==> src/rtl/ppfs_regs.svh <==
// Register offsets, field positions, reset values for the pin function select block
//
// Functional notes
// - First pin register at index 0xA057, read/write, resets to zero.
// - Second pin register at index 0xA058, read/write, reads last written value.
// - Second pin bit 7 drives pin from PWM channel five.
// - Second pin bit 6 routes pin to enhanced serial receive input.
// - Second pin bit 5 routes pin to basic serial receive input.
// - Second pin bit 4 connects pin bidirectionally to capture/compare four I/O.
// - Second pin bit 3 connects pin as SPI MOSI, direction from SPI role.
// - Bit 2 makes the pin level an input to shared interrupt one.
// - Several pins selected for shared interrupt one are combined onto it.
// - Bit 1 makes pin level an input to shared interrupt zero; several allowed.
// - One pin may feed both shared interrupts at once.
// - Bit 0 enables plain GPIO; disabled while zero, the reset value.
`ifndef PPFS_REGS_SVH
`define PPFS_REGS_SVH

// ----------------------------------------------------------------
// Register indices (byte address is four times the index)
// ----------------------------------------------------------------
`define PPFS_PIN_A_IDX 16'hA057
`define PPFS_PIN_B_IDX 16'hA058
`define PPFS_IRQ_STAT_IDX 16'hA060
`define PPFS_IRQ_MASK_IDX 16'hA061
`define PPFS_PIN_STATE_IDX 16'hA062

// ----------------------------------------------------------------
// Reset values
// ----------------------------------------------------------------
`define PPFS_PIN_RST 8'h00
`define PPFS_IRQ_RST 2'h0

// ----------------------------------------------------------------
// Field positions, common to both pins
// ----------------------------------------------------------------
`define PPFS_GENERAL_IO_SEL 0
`define PPFS_IRQ_ZERO_SRC_SEL 1
`define PPFS_IRQ_ONE_SRC_SEL 2
// First pin
`define PPFS_SPI_CLOCK_SEL 3
`define PPFS_BUZZER_OUT_SEL 4
`define PPFS_I2C_SLAVE_TWO_CLOCK_SEL 5
`define PPFS_I2C_MASTER_CLOCK_SEL 6
`define PPFS_PWM_CH_FOUR_OUT_SEL 7
// Second pin
`define PPFS_SPI_MAIN_OUT_SEL 3
`define PPFS_CAPCOMP_FOUR_IO_SEL 4
`define PPFS_BASIC_SERIAL_RX_SEL 5
`define PPFS_ENH_SERIAL_RX_SEL 6
`define PPFS_PWM_CH_FIVE_OUT_SEL 7

// Status and mask bit positions
`define PPFS_EV_IRQ_ZERO 0
`define PPFS_EV_IRQ_ONE 1

`endif

==> src/rtl/ppfs_pkg.sv <==
// Types shared by the pin function select block
package ppfs_pkg;

  // Drive of one pad: level and output enable
  typedef struct packed {
    logic out;
    logic oe;
  } ppfs_pad_t;

  // Receive lines handed to the internal peripherals
  typedef struct packed {
    logic enh_serial_rx;
    logic basic_serial_rx;
    logic capcomp_four_rx;
    logic spi_main_out_rx;
    logic spi_clock_rx;
    logic i2c_master_clock_rx;
    logic i2c_slave_two_clock_rx;
  } ppfs_rx_t;

endpackage

==> src/rtl/ppfs_sync.sv <==
// Three-stage pin input synchroniser with agreement filter
`timescale 1ns/1ps
module ppfs_sync #(
  parameter int W = 2
) (
  // Clock and reset
  input wire logic ref_clk_in,
  input wire logic rstn_in,
  // Asynchronous levels and filtered result
  input wire logic [W-1:0] async_in,
  output logic [W-1:0] level_out
);

  logic [W-1:0] s1_reg;
  logic [W-1:0] s2_reg;
  logic [W-1:0] s3_reg;
  logic [W-1:0] level_next;

  // A change counts only once stages two and three agree, per bit
  assign level_next = (s2_reg & ~(s2_reg ^ s3_reg)) | (level_out & (s2_reg ^ s3_reg));

  // Shift chain; first stage feeds only the second
  always_ff @(posedge ref_clk_in) begin
    if (!rstn_in) begin
      s1_reg <= '0;
      s2_reg <= '0;
      s3_reg <= '0;
      level_out <= '0;
    end else begin
      s1_reg <= async_in;
      s2_reg <= s1_reg;
      s3_reg <= s2_reg;
      level_out <= level_next;
    end
  end

endmodule

==> src/rtl/ppfs_top.sv <==
// Function select and routing for two port pins, with APB registers
//
// Decided for this implementation: the APB slave port.
`timescale 1ns/1ps
`include "ppfs_regs.svh"
module ppfs_top
  import ppfs_pkg::*;
(
  // Clock and reset
  input wire logic ref_clk_in,
  input wire logic rstn_in,
  // APB slave
  input wire logic psel_in,
  input wire logic penable_in,
  input wire logic pwrite_in,
  input wire logic [17:0] paddr_in,
  input wire logic [31:0] pwdata_in,
  output logic [31:0] prdata_out,
  output logic pready_out,
  output logic pslverr_out,
  // First pin pad
  input wire logic pin_a_in,
  output logic pin_a_out,
  output logic pin_a_oe_out,
  // Second pin pad
  input wire logic pin_b_in,
  output logic pin_b_out,
  output logic pin_b_oe_out,
  // Peripheral drive sources
  input wire logic pwm_ch_four_in,
  input wire logic pwm_ch_five_in,
  input wire logic buzzer_in,
  input wire logic i2c_master_clock_low_in,
  input wire logic i2c_slave_two_clock_low_in,
  input wire logic spi_is_master_in,
  input wire logic spi_clock_in,
  input wire logic spi_main_out_in,
  input wire logic capcomp_four_out_in,
  input wire logic capcomp_four_oe_in,
  input wire logic [1:0] general_io_out_in,
  input wire logic [1:0] general_io_oe_in,
  // Peripheral receive lines
  output ppfs_rx_t periph_rx_out,
  output logic [1:0] general_io_rx_out,
  // Shared pin interrupts and block interrupt
  output logic shared_pin_irq_zero_out,
  output logic shared_pin_irq_one_out,
  output logic irq_out
);

  // ----------------------------------------------------------------
  // Address decode
  // ----------------------------------------------------------------
  function automatic logic [17:0] byte_addr(input logic [15:0] idx);
    return {idx, 2'b00};
  endfunction

  logic [7:0] pin_a_reg;
  logic [7:0] pin_b_reg;
  logic [1:0] irq_stat_reg;
  logic [1:0] irq_mask_reg;
  logic [31:0] prdata_reg;

  wire hit_a = paddr_in == byte_addr(`PPFS_PIN_A_IDX);
  wire hit_b = paddr_in == byte_addr(`PPFS_PIN_B_IDX);
  wire hit_stat = paddr_in == byte_addr(`PPFS_IRQ_STAT_IDX);
  wire hit_mask = paddr_in == byte_addr(`PPFS_IRQ_MASK_IDX);
  wire hit_state = paddr_in == byte_addr(`PPFS_PIN_STATE_IDX);
  wire hit_any = hit_a | hit_b | hit_stat | hit_mask | hit_state;
  wire setup_ph = psel_in & ~penable_in;
  wire access_ph = psel_in & penable_in;
  wire wr_en = access_ph & pwrite_in & hit_any;

  // Zero wait state: read data is latched in setup, so access can finish at once
  assign pready_out = 1'b1;
  assign pslverr_out = access_ph & ~hit_any;
  assign prdata_out = prdata_reg;

  // ----------------------------------------------------------------
  // Pin input synchronisers
  // ----------------------------------------------------------------
  logic [1:0] pin_lvl;

  ppfs_sync #(
    .W(2)
  ) u_sync (
    .ref_clk_in(ref_clk_in),
    .rstn_in(rstn_in),
    .async_in({pin_b_in, pin_a_in}),
    .level_out(pin_lvl)
  );

  wire lvl_a = pin_lvl[0];
  wire lvl_b = pin_lvl[1];

  // ----------------------------------------------------------------
  // Shared pin interrupt combining
  // ----------------------------------------------------------------
  // Any pin with its select bit set contributes; one pin may feed both lines
  wire irq_zero_next = (pin_a_reg[`PPFS_IRQ_ZERO_SRC_SEL] & lvl_a) |
                       (pin_b_reg[`PPFS_IRQ_ZERO_SRC_SEL] & lvl_b);
  wire irq_one_next = (pin_a_reg[`PPFS_IRQ_ONE_SRC_SEL] & lvl_a) |
                      (pin_b_reg[`PPFS_IRQ_ONE_SRC_SEL] & lvl_b);
  wire [1:0] ev_set;
  assign ev_set[`PPFS_EV_IRQ_ZERO] = irq_zero_next & ~shared_pin_irq_zero_out;
  assign ev_set[`PPFS_EV_IRQ_ONE] = irq_one_next & ~shared_pin_irq_one_out;

  // ----------------------------------------------------------------
  // Pad drive selection
  // ----------------------------------------------------------------
  // Fixed priority from bit 7 down keeps the pad sane if software sets two drivers
  ppfs_pad_t pad_a_next;
  ppfs_pad_t pad_b_next;

  always_comb begin
    pad_a_next = '{out: 1'b0, oe: 1'b0};
    if (pin_a_reg[`PPFS_PWM_CH_FOUR_OUT_SEL]) begin
      pad_a_next = '{out: pwm_ch_four_in, oe: 1'b1};
    end else if (pin_a_reg[`PPFS_I2C_MASTER_CLOCK_SEL]) begin
      pad_a_next = '{out: 1'b0, oe: i2c_master_clock_low_in};
    end else if (pin_a_reg[`PPFS_I2C_SLAVE_TWO_CLOCK_SEL]) begin
      pad_a_next = '{out: 1'b0, oe: i2c_slave_two_clock_low_in};
    end else if (pin_a_reg[`PPFS_BUZZER_OUT_SEL]) begin
      pad_a_next = '{out: buzzer_in, oe: 1'b1};
    end else if (pin_a_reg[`PPFS_SPI_CLOCK_SEL]) begin
      pad_a_next = '{out: spi_clock_in, oe: spi_is_master_in};
    end else if (pin_a_reg[`PPFS_GENERAL_IO_SEL]) begin
      pad_a_next = '{out: general_io_out_in[0], oe: general_io_oe_in[0]};
    end
  end

  // Receive-only functions leave the second pad undriven
  always_comb begin
    pad_b_next = '{out: 1'b0, oe: 1'b0};
    if (pin_b_reg[`PPFS_PWM_CH_FIVE_OUT_SEL]) begin
      pad_b_next = '{out: pwm_ch_five_in, oe: 1'b1};
    end else if (pin_b_reg[`PPFS_ENH_SERIAL_RX_SEL] | pin_b_reg[`PPFS_BASIC_SERIAL_RX_SEL]) begin
      pad_b_next = '{out: 1'b0, oe: 1'b0};
    end else if (pin_b_reg[`PPFS_CAPCOMP_FOUR_IO_SEL]) begin
      pad_b_next = '{out: capcomp_four_out_in, oe: capcomp_four_oe_in};
    end else if (pin_b_reg[`PPFS_SPI_MAIN_OUT_SEL]) begin
      pad_b_next = '{out: spi_main_out_in, oe: spi_is_master_in};
    end else if (pin_b_reg[`PPFS_GENERAL_IO_SEL]) begin
      pad_b_next = '{out: general_io_out_in[1], oe: general_io_oe_in[1]};
    end
  end

  // ----------------------------------------------------------------
  // Receive routing
  // ----------------------------------------------------------------
  // Deselected peripheral lines rest high, the idle level of serial, SPI and I2C lines; general I/O receive lines rest low
  ppfs_rx_t rx_next;
  assign rx_next.enh_serial_rx = pin_b_reg[`PPFS_ENH_SERIAL_RX_SEL] ? lvl_b : 1'b1;
  assign rx_next.basic_serial_rx = pin_b_reg[`PPFS_BASIC_SERIAL_RX_SEL] ? lvl_b : 1'b1;
  assign rx_next.capcomp_four_rx = pin_b_reg[`PPFS_CAPCOMP_FOUR_IO_SEL] ? lvl_b : 1'b1;
  assign rx_next.spi_main_out_rx = pin_b_reg[`PPFS_SPI_MAIN_OUT_SEL] ? lvl_b : 1'b1;
  assign rx_next.spi_clock_rx = pin_a_reg[`PPFS_SPI_CLOCK_SEL] ? lvl_a : 1'b1;
  assign rx_next.i2c_master_clock_rx = pin_a_reg[`PPFS_I2C_MASTER_CLOCK_SEL] ? lvl_a : 1'b1;
  assign rx_next.i2c_slave_two_clock_rx =
    pin_a_reg[`PPFS_I2C_SLAVE_TWO_CLOCK_SEL] ? lvl_a : 1'b1;
  wire [1:0] gpio_rx_next = {pin_b_reg[`PPFS_GENERAL_IO_SEL] & lvl_b,
                             pin_a_reg[`PPFS_GENERAL_IO_SEL] & lvl_a};

  // ----------------------------------------------------------------
  // Register read mux and write values
  // ----------------------------------------------------------------
  wire [31:0] rd_next = hit_a ? {24'h000000, pin_a_reg} :
                        hit_b ? {24'h000000, pin_b_reg} :
                        hit_stat ? {30'h0000000, irq_stat_reg} :
                        hit_mask ? {30'h0000000, irq_mask_reg} :
                        hit_state ? {28'h0000000, shared_pin_irq_one_out,
                                     shared_pin_irq_zero_out, pin_lvl} :
                        32'h00000000;
  // Set wins over a write-one clear in the same cycle
  wire [1:0] stat_clr = (wr_en & hit_stat) ? pwdata_in[1:0] : 2'h0;
  wire [1:0] stat_next = (irq_stat_reg & ~stat_clr) | ev_set;

  // Configuration registers
  always_ff @(posedge ref_clk_in) begin
    if (!rstn_in) begin
      pin_a_reg <= `PPFS_PIN_RST;
      pin_b_reg <= `PPFS_PIN_RST;
      irq_mask_reg <= `PPFS_IRQ_RST;
    end else if (wr_en) begin
      if (hit_a) pin_a_reg <= pwdata_in[7:0];
      if (hit_b) pin_b_reg <= pwdata_in[7:0];
      if (hit_mask) irq_mask_reg <= pwdata_in[1:0];
    end
  end

  // Status, read data and interrupt line
  always_ff @(posedge ref_clk_in) begin
    if (!rstn_in) begin
      irq_stat_reg <= `PPFS_IRQ_RST;
      prdata_reg <= 32'h00000000;
      irq_out <= 1'b0;
    end else begin
      irq_stat_reg <= stat_next;
      prdata_reg <= setup_ph ? rd_next : prdata_reg;
      irq_out <= |(stat_next & irq_mask_reg);
    end
  end

  // Registered pad drive, receive lines and shared interrupts
  always_ff @(posedge ref_clk_in) begin
    if (!rstn_in) begin
      {pin_a_out, pin_a_oe_out} <= 2'h0;
      {pin_b_out, pin_b_oe_out} <= 2'h0;
      periph_rx_out <= '1;
      general_io_rx_out <= 2'h0;
      shared_pin_irq_zero_out <= 1'b0;
      shared_pin_irq_one_out <= 1'b0;
    end else begin
      {pin_a_out, pin_a_oe_out} <= pad_a_next;
      {pin_b_out, pin_b_oe_out} <= pad_b_next;
      periph_rx_out <= rx_next;
      general_io_rx_out <= gpio_rx_next;
      shared_pin_irq_zero_out <= irq_zero_next;
      shared_pin_irq_one_out <= irq_one_next;
    end
  end
endmodule

==> config.mk <==
export PLATFORM = sky130hd
export DESIGN_NAME = ppfs_top
export DESIGN_NICKNAME = d
export VERILOG_FILES = /design/src/rtl/ppfs_pkg.sv /design/src/rtl/ppfs_sync.sv /design/src/rtl/ppfs_top.sv
export VERILOG_INCLUDE_DIRS = /design/src /design/src/rtl
export SDC_FILE = /design/constraint.sdc
export NUM_CORES = 1
export LEC_CHECK = 0
export ABC_CLOCK_PERIOD_IN_PS = 5000
export BUFFER_PORTS_ARGS = -buffer_cell sky130_fd_sc_hd__buf_2
export CORE_MARGIN = 8
export CORE_UTILIZATION = 45
export CTS_CLUSTER_SIZE = 20
export DETAILED_ROUTE_END_ITERATION = 8
export PLACE_DENSITY = 0.81
export SLEW_MARGIN = 0
export SYNTH_ARGS = -nofsm -noshare
export SYNTH_HDL_FRONTEND = slang
export SYNTH_SLANG_ARGS = --single-unit
==> constraint.sdc <==
create_clock -name ref_clk_in -period 5 [get_ports ref_clk_in]
set_input_delay 0.25 -clock ref_clk_in [delete_from_list [all_inputs] [get_ports ref_clk_in]]
set_output_delay 0.25 -clock ref_clk_in [all_outputs]
set_load 0.1 [all_outputs]
==> metrics.yaml, run 1 <==
die:
  coreArea_mm2: 0.005140
  ios: 121
  num_rows: 26
  die_w_um: 89.35
  dieArea_mm2: 0.007983
  die_h_um: 89.35
  start_util: 0.4710
finish:
  area_growth_pct: 16.59
  layout-drive-gt1-share: 0.2507
  final_area_mm2: 0.002823
  final_common_cell: "buf_2"
  layout_common_cells: "buf_2 (71), dfxtp_1 (52), nand2_1 (47)"
  fin_nets: 413
  finalNonFillerCells: 413
  n_antenna_cell: 0
cts:
  insertion_delay_ns: 0.30
  cts_resized: 0
  h-tree-depth: 2
  cts.root.buffer_cell: "clkbuf_8"
  cts_hold_buf: 0
  cts_setup_buffers: 0
  cts_buffers: 5
  clkTransAtPathRegs_ns: 0.09
  numClockSinks: 52
  cts_tree: "done"
  clock_tree.buffer_depth: 2
timing:
  slew_headroom: 0.1172
  finalCritPeriodShare: 0.4598
  grt_setup_unrepaired: "no"
  max_freq_mhz: 434.9
  tightestPinTransition_ns: 1.306
  tns_ns: 0
  hold_viol_final: 0
  setup_viol: 0
  skew_ns: 0.004805
  drv_slew: 0
  period_minus_slack_ns: 2.299
synthesis:
  synthCells: 274
  synth_warnings: 0
  synth_area_mm2: 0.002421
  ys_ff_latch: 52
  syn_avg_cell_area_um2: 8.836
  async_flop_share: 0
  ys_seq_area_frac: 0.4300
  yosysUniqueCellTypes: 45
  synth_ff_type: "dfxtp_1"
  synth-edff-count: 0
placement:
  dpl_cell_area_mm2: 0.002725
  dp_hpwl_um: 4777
  placed_cells: 405
  place_congestion: 0.8975
  port_buffers: 71
power_and_ir_drop:
  p_leak_nw: 1.152
  vdd_drop_max_v: 0.0001710
  p_switching_mw: 0.2624
  power.share.clock: 0.301
  p_int_mw: 0.5522
  power_mw: 0.8146
  combPwrFrac: 0.184
  switching_share: 0.3221
  p_per_area_mw_per_mm2: 288.6
  seqPwrFrac: 0.514
setup_path:
  startpoint_type: "input pin"
  required_ns: 4.75
  reg2reg_depth: 4
  critical-path-max-stage-delay_ns: 0.65
  worst_path_max_delay_cell: "nor3_1"
  critPathMaxFanout: 7
  crit_type: "in2out"
  cp_num_cells: 5
  crit_arrival_ns: 2.05
  cp-end-kind: "primary output"
  cpMostUsedCell: "buf_2"
  cp_cell_sequence: "buf_2 > or4_4 > nor3_1 > a31oi_1 > buf_2"
  critPathBufInv: 2
  critical_path.top_delay_family: "simple AND/OR/NAND/NOR gates"
status:
  status: "complete, no violations"
flow_run:
  drv_cap: 0
global_routing:
  grt_pass1_wl_um: 9321
  grt_use_total: 0.1472
  grt_max_degree: 47
  grt_pass1_vias: 2022
  antenna_found_initial: 0
  globalRouteOverflowTotal: 0
route:
  vias_per_cell: 5.177
  routedWlPerCell_um: 14.68
  drtAntennaViolNets: 0
  drtPass1Iterations: 4
  wirelength_um: 6064
  drc: 0
  num_vias: 2138
  drtIter0Drc: 140
min_path:
  holdCritPathClass: "in2reg"
  min_path_cells: 2
==> per-layer routing <==
| metal | track usage | share of wire | up-vias |
|---|---|---|---|
| met5 | 0 | 0 | - |
| met4 | 0.04985 | 0.012 | 0 |
| met3 | 0.03860 | 0.080 | 8 |
| met2 | 0.2411 | 0.48 | 84 |
| met1 | 0.1818 | 0.43 | 976 |
| li1 | - | - | 1070 |
==> through the flow <==
| stage | setup slack, ns | utilization | hold slack (ns) |
|---|---|---|---|
| finish | 2.701 | 0.5492 | 0.1521 |
| CTS | 2.708 | 0.5492 | 0.1458 |
| floorplan | 2.186 | - | 0.3773 |
| global route | 2.602 | 0.5492 | 0.1434 |
| detailed placement | 2.700 | 0.5302 | 0.4217 |
| global placement | 2.750 | 0.5302 | 0.4129 |
==> worst reg2reg max path: cells and delay by family, from the launching register on <==
kind	cells	cell delay, ns
flops	1	0.41
compound gates	3	0.66
simple gates	1	0.20
==> kinds of logic (layout without fill, tap and decap cells) <==
group                  after synthesis  in the layout  synth area share
and+or+nand+nor                    110            110            0.2419
AOI/OAI and AO/OA                   55             55            0.1514
DFF                                 52             52            0.4300
buffers and inverters               37             83           0.09922
muxes                               18             18           0.07442
other                                2             25          0.003102
==> power by group through the flow <==
stage          Combinational [mW]  Clock (mW)  Sequential (mW)
2_1_floorplan               0.124           0            0.442
3_3_place_gp                0.148           0            0.429
3_5_place_dp                0.149           0            0.429
4_1_cts                     0.149       0.253            0.419
5_1_grt                     0.157       0.268            0.420
6_report                    0.150       0.245            0.419
==> cell usage after synthesis, types with 3 or more instances <==
cell type | n | area share
o31ai_1 | 6 | 0.019
nor2_1 | 9 | 0.014
nand4_1 | 4 | 0.010
a31oi_1 | 7 | 0.018
mux2i_1 | 18 | 0.074
o21ai_0 | 12 | 0.025
clkbuf_1 | 5 | 0.0078
a22oi_1 | 6 | 0.019
buf_4 | 25 | 0.078
inv_1 | 4 | 0.0062
nand2_1 | 47 | 0.073
dfxtp_1 | 52 | 0.43
nor3_1 | 6 | 0.012
and3_1 | 3 | 0.0078
nand3_1 | 11 | 0.023
nor2b_1 | 4 | 0.010
and2_1 | 7 | 0.018
nand2b_1 | 3 | 0.0078
a21oi_1 | 10 | 0.021
==> worst paths after layout <==
kind / from / end / slack [ns]
max: paddr_in[13] / pslverr_out / 2.70
min: pin_a_in / u_sync.s1_reg[0]$_SDFF_PN0_ / 0.15
min reg2reg: u_sync.s1_reg[1]$_SDFF_PN0_ / u_sync.s2_reg[1]$_SDFF_PN0_ / 0.43
max reg2reg: pin_b_reg[0]$_SDFFE_PN0P_ / pin_b_oe_out$_SDFF_PN0_ / 3.68
==> final cells by class <==
class / count / area [µm²]
Tap cell: 70 / 87.58
Sequential cell: 52 / 1041
Clock buffer: 6 / 82.58
Multi-Input combinational cell: 208 / 1226
Clock inverter: 2 / 15.01
Inverter: 4 / 15.01
Timing Repair Buffer: 71 / 355.3
Fill cell: 513 / 2317
Note: power is estimated with default switching activity, not from simulation.
==> inputs of run 2 (changes only) <==
ABC_AREA = 1   (was unset)
ABC_CLOCK_PERIOD_IN_PS = 2000   (was 5000)
CORE_UTILIZATION = 42   (was 45)
PLACE_DENSITY = 0.78   (was 0.81)
clock period = 2 ns   (was 5 ns; I/O delays follow)
==> run 2 against run 1 <==
Against the previous run: routed wire length rose by 5.2%; sequential power grew to 2.5 times the previous value; register-to-register slack worse by 2.7 ns; worst hold slack got worse by 0.089 ns; count of clock-buffer cells in the layout down 1; sequential cell count is the same; cell area increased by 6.4%; non-clock buffer count rose by 6; clock power rose to 2.9 times the previous value; global-route usage is 0.31 points lower; power increased to 2.7 times the previous value; critical path type unchanged; critical endpoint unchanged; highest routed layer unchanged.
==> metrics.yaml, run 2 <==
route:
  drtIter0Drc: 192  # +37%
  vias_per_cell: 4.811  # -7.1%
  drtAntennaViolNets: 0  # unchanged
  wirelength_um: 6379  # +5.2%
  drtPass1Iterations: 4  # unchanged
  routedWlPerCell_um: 12.99  # -12%
  num_vias: 2362  # +10%
  drc: 0  # unchanged
cts:
  cts_buffers: 5  # unchanged
  cts_tree: "done"
  numClockSinks: 52  # unchanged
  h-tree-depth: 2  # unchanged
  cts.root.buffer_cell: "clkbuf_8"
  insertion_delay_ns: 0.31  # about the same
  clkTransAtPathRegs_ns: 0.09  # about the same
  cts_setup_buffers: 0  # unchanged
  cts_resized: 0  # unchanged
  clock_tree.buffer_depth: 2  # unchanged
  cts_hold_buf: 2  # +2
placement:
  pre_cts_slack_ns: 0.4371  # -2.263 ns
  place_congestion: 0.8568  # -4.5%
  dpl_cell_area_mm2: 0.002873  # +5.4%
  port_buffers: 71  # unchanged
  dp_hpwl_um: 5065  # +6.0%
timing:
  tns_ns: 0  # unchanged
  layout_setup_ws_ns: 0.4533  # -2.247 ns
  hold_viol_final: 0  # unchanged
  finalCritPeriodShare: 0.7733
  grt_setup_unrepaired: "no"
  max_freq_mhz: 646.5
  period_minus_slack_ns: 1.547
  drv_slew: 0  # unchanged
  skew_ns: 0.01163  # +0.006829 ns
  setup_viol: 0  # unchanged
setup_path:
  crit_arrival_ns: 1.45  # -0.60 ns
  critPathMaxFanout: 6  # -1
  cp_cell_sequence: "buf_2 > nand2_1 > nor2_1 > nand2_2 > nor2_4 > nor2_2 > nand2_4 > nor2_2 > buf_2"
  worst_path_max_delay_cell: "buf_2"
  startpoint_type: "input pin"
  cp-end-kind: "primary output"
  required_ns: 1.90  # -2.85 ns
  critPathBufInv: 2  # unchanged
  crit_type: "in2out"
  critical_path.top_delay_family: "simple AND/OR/NAND/NOR gates"
  r2r_setup_slack_ns: 0.95  # -2.73 ns
  critical-path-max-stage-delay_ns: 0.43  # -0.22 ns
die:
  coreArea_mm2: 0.005921  # +15%
  die_w_um: 94.04  # +5.2%
  num_rows: 28  # +7.7%
  die_h_um: 94.04  # +5.2%
  start_util: 0.4320  # -0.03908
  dieArea_mm2: 0.008843  # +11%
  ios: 121  # unchanged
synthesis:
  synth_area_leaders: "dfxtp_1 (41%), buf_4 (7.6%), inv_1 (6.9%)"
  yosysTopAreaCell: "dfxtp_1"
  async_flop_share: 0  # unchanged
  synth_ff_type: "dfxtp_1"
  ys_seq_area_frac: 0.4070  # -0.02293
  netlist_top_cells_count: "dfxtp_1 (52), inv_1 (47), nand2_1 (45), a21oi_1 (35), o21ai_0 (30)"
  synth_warnings: 0  # unchanged
  yosysMostFrequentCell: "dfxtp_1"
  synth_area_mm2: 0.002557  # +5.6%
  syn_avg_cell_area_um2: 7.456  # -16%
  synth_top_area_share: 0.4070  # -0.02293
  ys_ff_latch: 52  # unchanged
  synth-edff-count: 0  # unchanged
  synthCells: 343  # +25%
  yosysUniqueCellTypes: 30  # -33%
global_routing:
  grt_pass1_wl_um: 10300  # +11%
  grt_use_total: 0.1441  # -0.003099
  globalRouteOverflowTotal: 0  # unchanged
  antenna_found_initial: 0  # unchanged
  grt_pass1_vias: 2355  # +16%
  grt_max_degree: 26  # -45%
finish:
  final_common_cell: "buf_2"
  layout-drive-gt1-share: 0.2716  # +0.02091
  area_growth_pct: 17.47
  fin_nets: 486  # +18%
  n_antenna_cell: 0  # unchanged
  layout_common_cells: "buf_2 (71), dfxtp_1 (52), inv_1 (47)"
  final_area_mm2: 0.003004  # +6.4%
power_and_ir_drop:
  vdd_drop_max_v: 0.0003598  # +110%
  power.share.clock: 0.325  # +0.024
  combPwrFrac: 0.196  # +0.012
  p_int_mw: 1.486  # +170%
  p_switching_mw: 0.7185  # +170%
  p_per_area_mw_per_mm2: 733.8  # +150%
  p_leak_nw: 1.367  # +19%
  seqPwrFrac: 0.478  # -0.036
  switching_share: 0.3259  # +0.003823
status:
  status: "complete, no violations"
flow_run:
  drv_cap: 0  # unchanged
min_path:
  holdCritPathClass: "in2reg"
## run 2: stage by stage
stage	power [mW]	util	std cells	hold WS, ns
2_1_floorplan	1.463	-	366	0.1976
3_3_place_gp	1.501	0.4852	481	0.2846
3_5_place_dp	1.505	0.4852	481	0.2862
4_1_cts	2.215	0.5074	491	0.05815
5_1_grt	2.292	0.5074	491	0.07594
6_report	2.204	0.5074	491	0.06322
## run 2: area by class of cell
| class | count | area, µm² |
|---|---|---|
| sequential | 52 | 1041 |
| multi-input combinational | 226 | 1154 |
| clock buffer | 5 | 68.82 |
| fill | 591 | 2917 |
| tap | 75 | 93.84 |
| timing repair buffer | 77 | 405.4 |
| inverter | 53 | 198.9 |
| clock inverter | 3 | 42.54 |
## run 2: kinds of logic after synthesis
group                  after synthesis  share of synthesized area
other                                2                   0.002937
AO/OA/AOI/OAI                       84                     0.1869
buffers and inverters               88                     0.1766
flip-flops                          52                     0.4070
AND/OR/NAND/NOR                    117                     0.2265
## run 2: power by group through the flow
stage                     clock (mW)  combinational [mW]  sequential [mW]
after floorplan                    0               0.320             1.14
after global placement             0               0.422             1.08
after detailed placement           0               0.427             1.08
after CTS                      0.730               0.430             1.05
after global routing           0.781               0.455             1.06
final                          0.717               0.433             1.05
## run 2: worst reg2reg max path, cell delays in order, from the launching register on
cell	delay, ns
dfxtp_1	0.45
nand2_1	0.09
a21oi_1	0.20
nand2_1	0.08
nand2_1	0.08
nand2_1	0.05
nand2_1	0.05
## run 2: path summary, 6_finish.rpt
path | startpoint | to | cells after the start
max | paddr_in[8] | pslverr_out | 9
min | pwdata_in[2] | pin_b_reg[2]$_SDFFE_PN0P_ | 3
max reg2reg | flop | irq_out$_SDFF_PN0_ | 6
min reg2reg | u_sync.s1_reg[1]$_SDFF_PN0_ | u_sync.s2_reg[1]$_SDFF_PN0_ | 2
## run 2: layer usage
layer / global-route usage / routed length (µm) / up-vias
li1: - / - / 1205
met4: 0.06209 / 127 / 0
met2: 0.2450 / 3148 / 85
met5: 0 / 0 / -
met1: 0.1600 / 2531 / 1060
met3: 0.04796 / 571 / 12
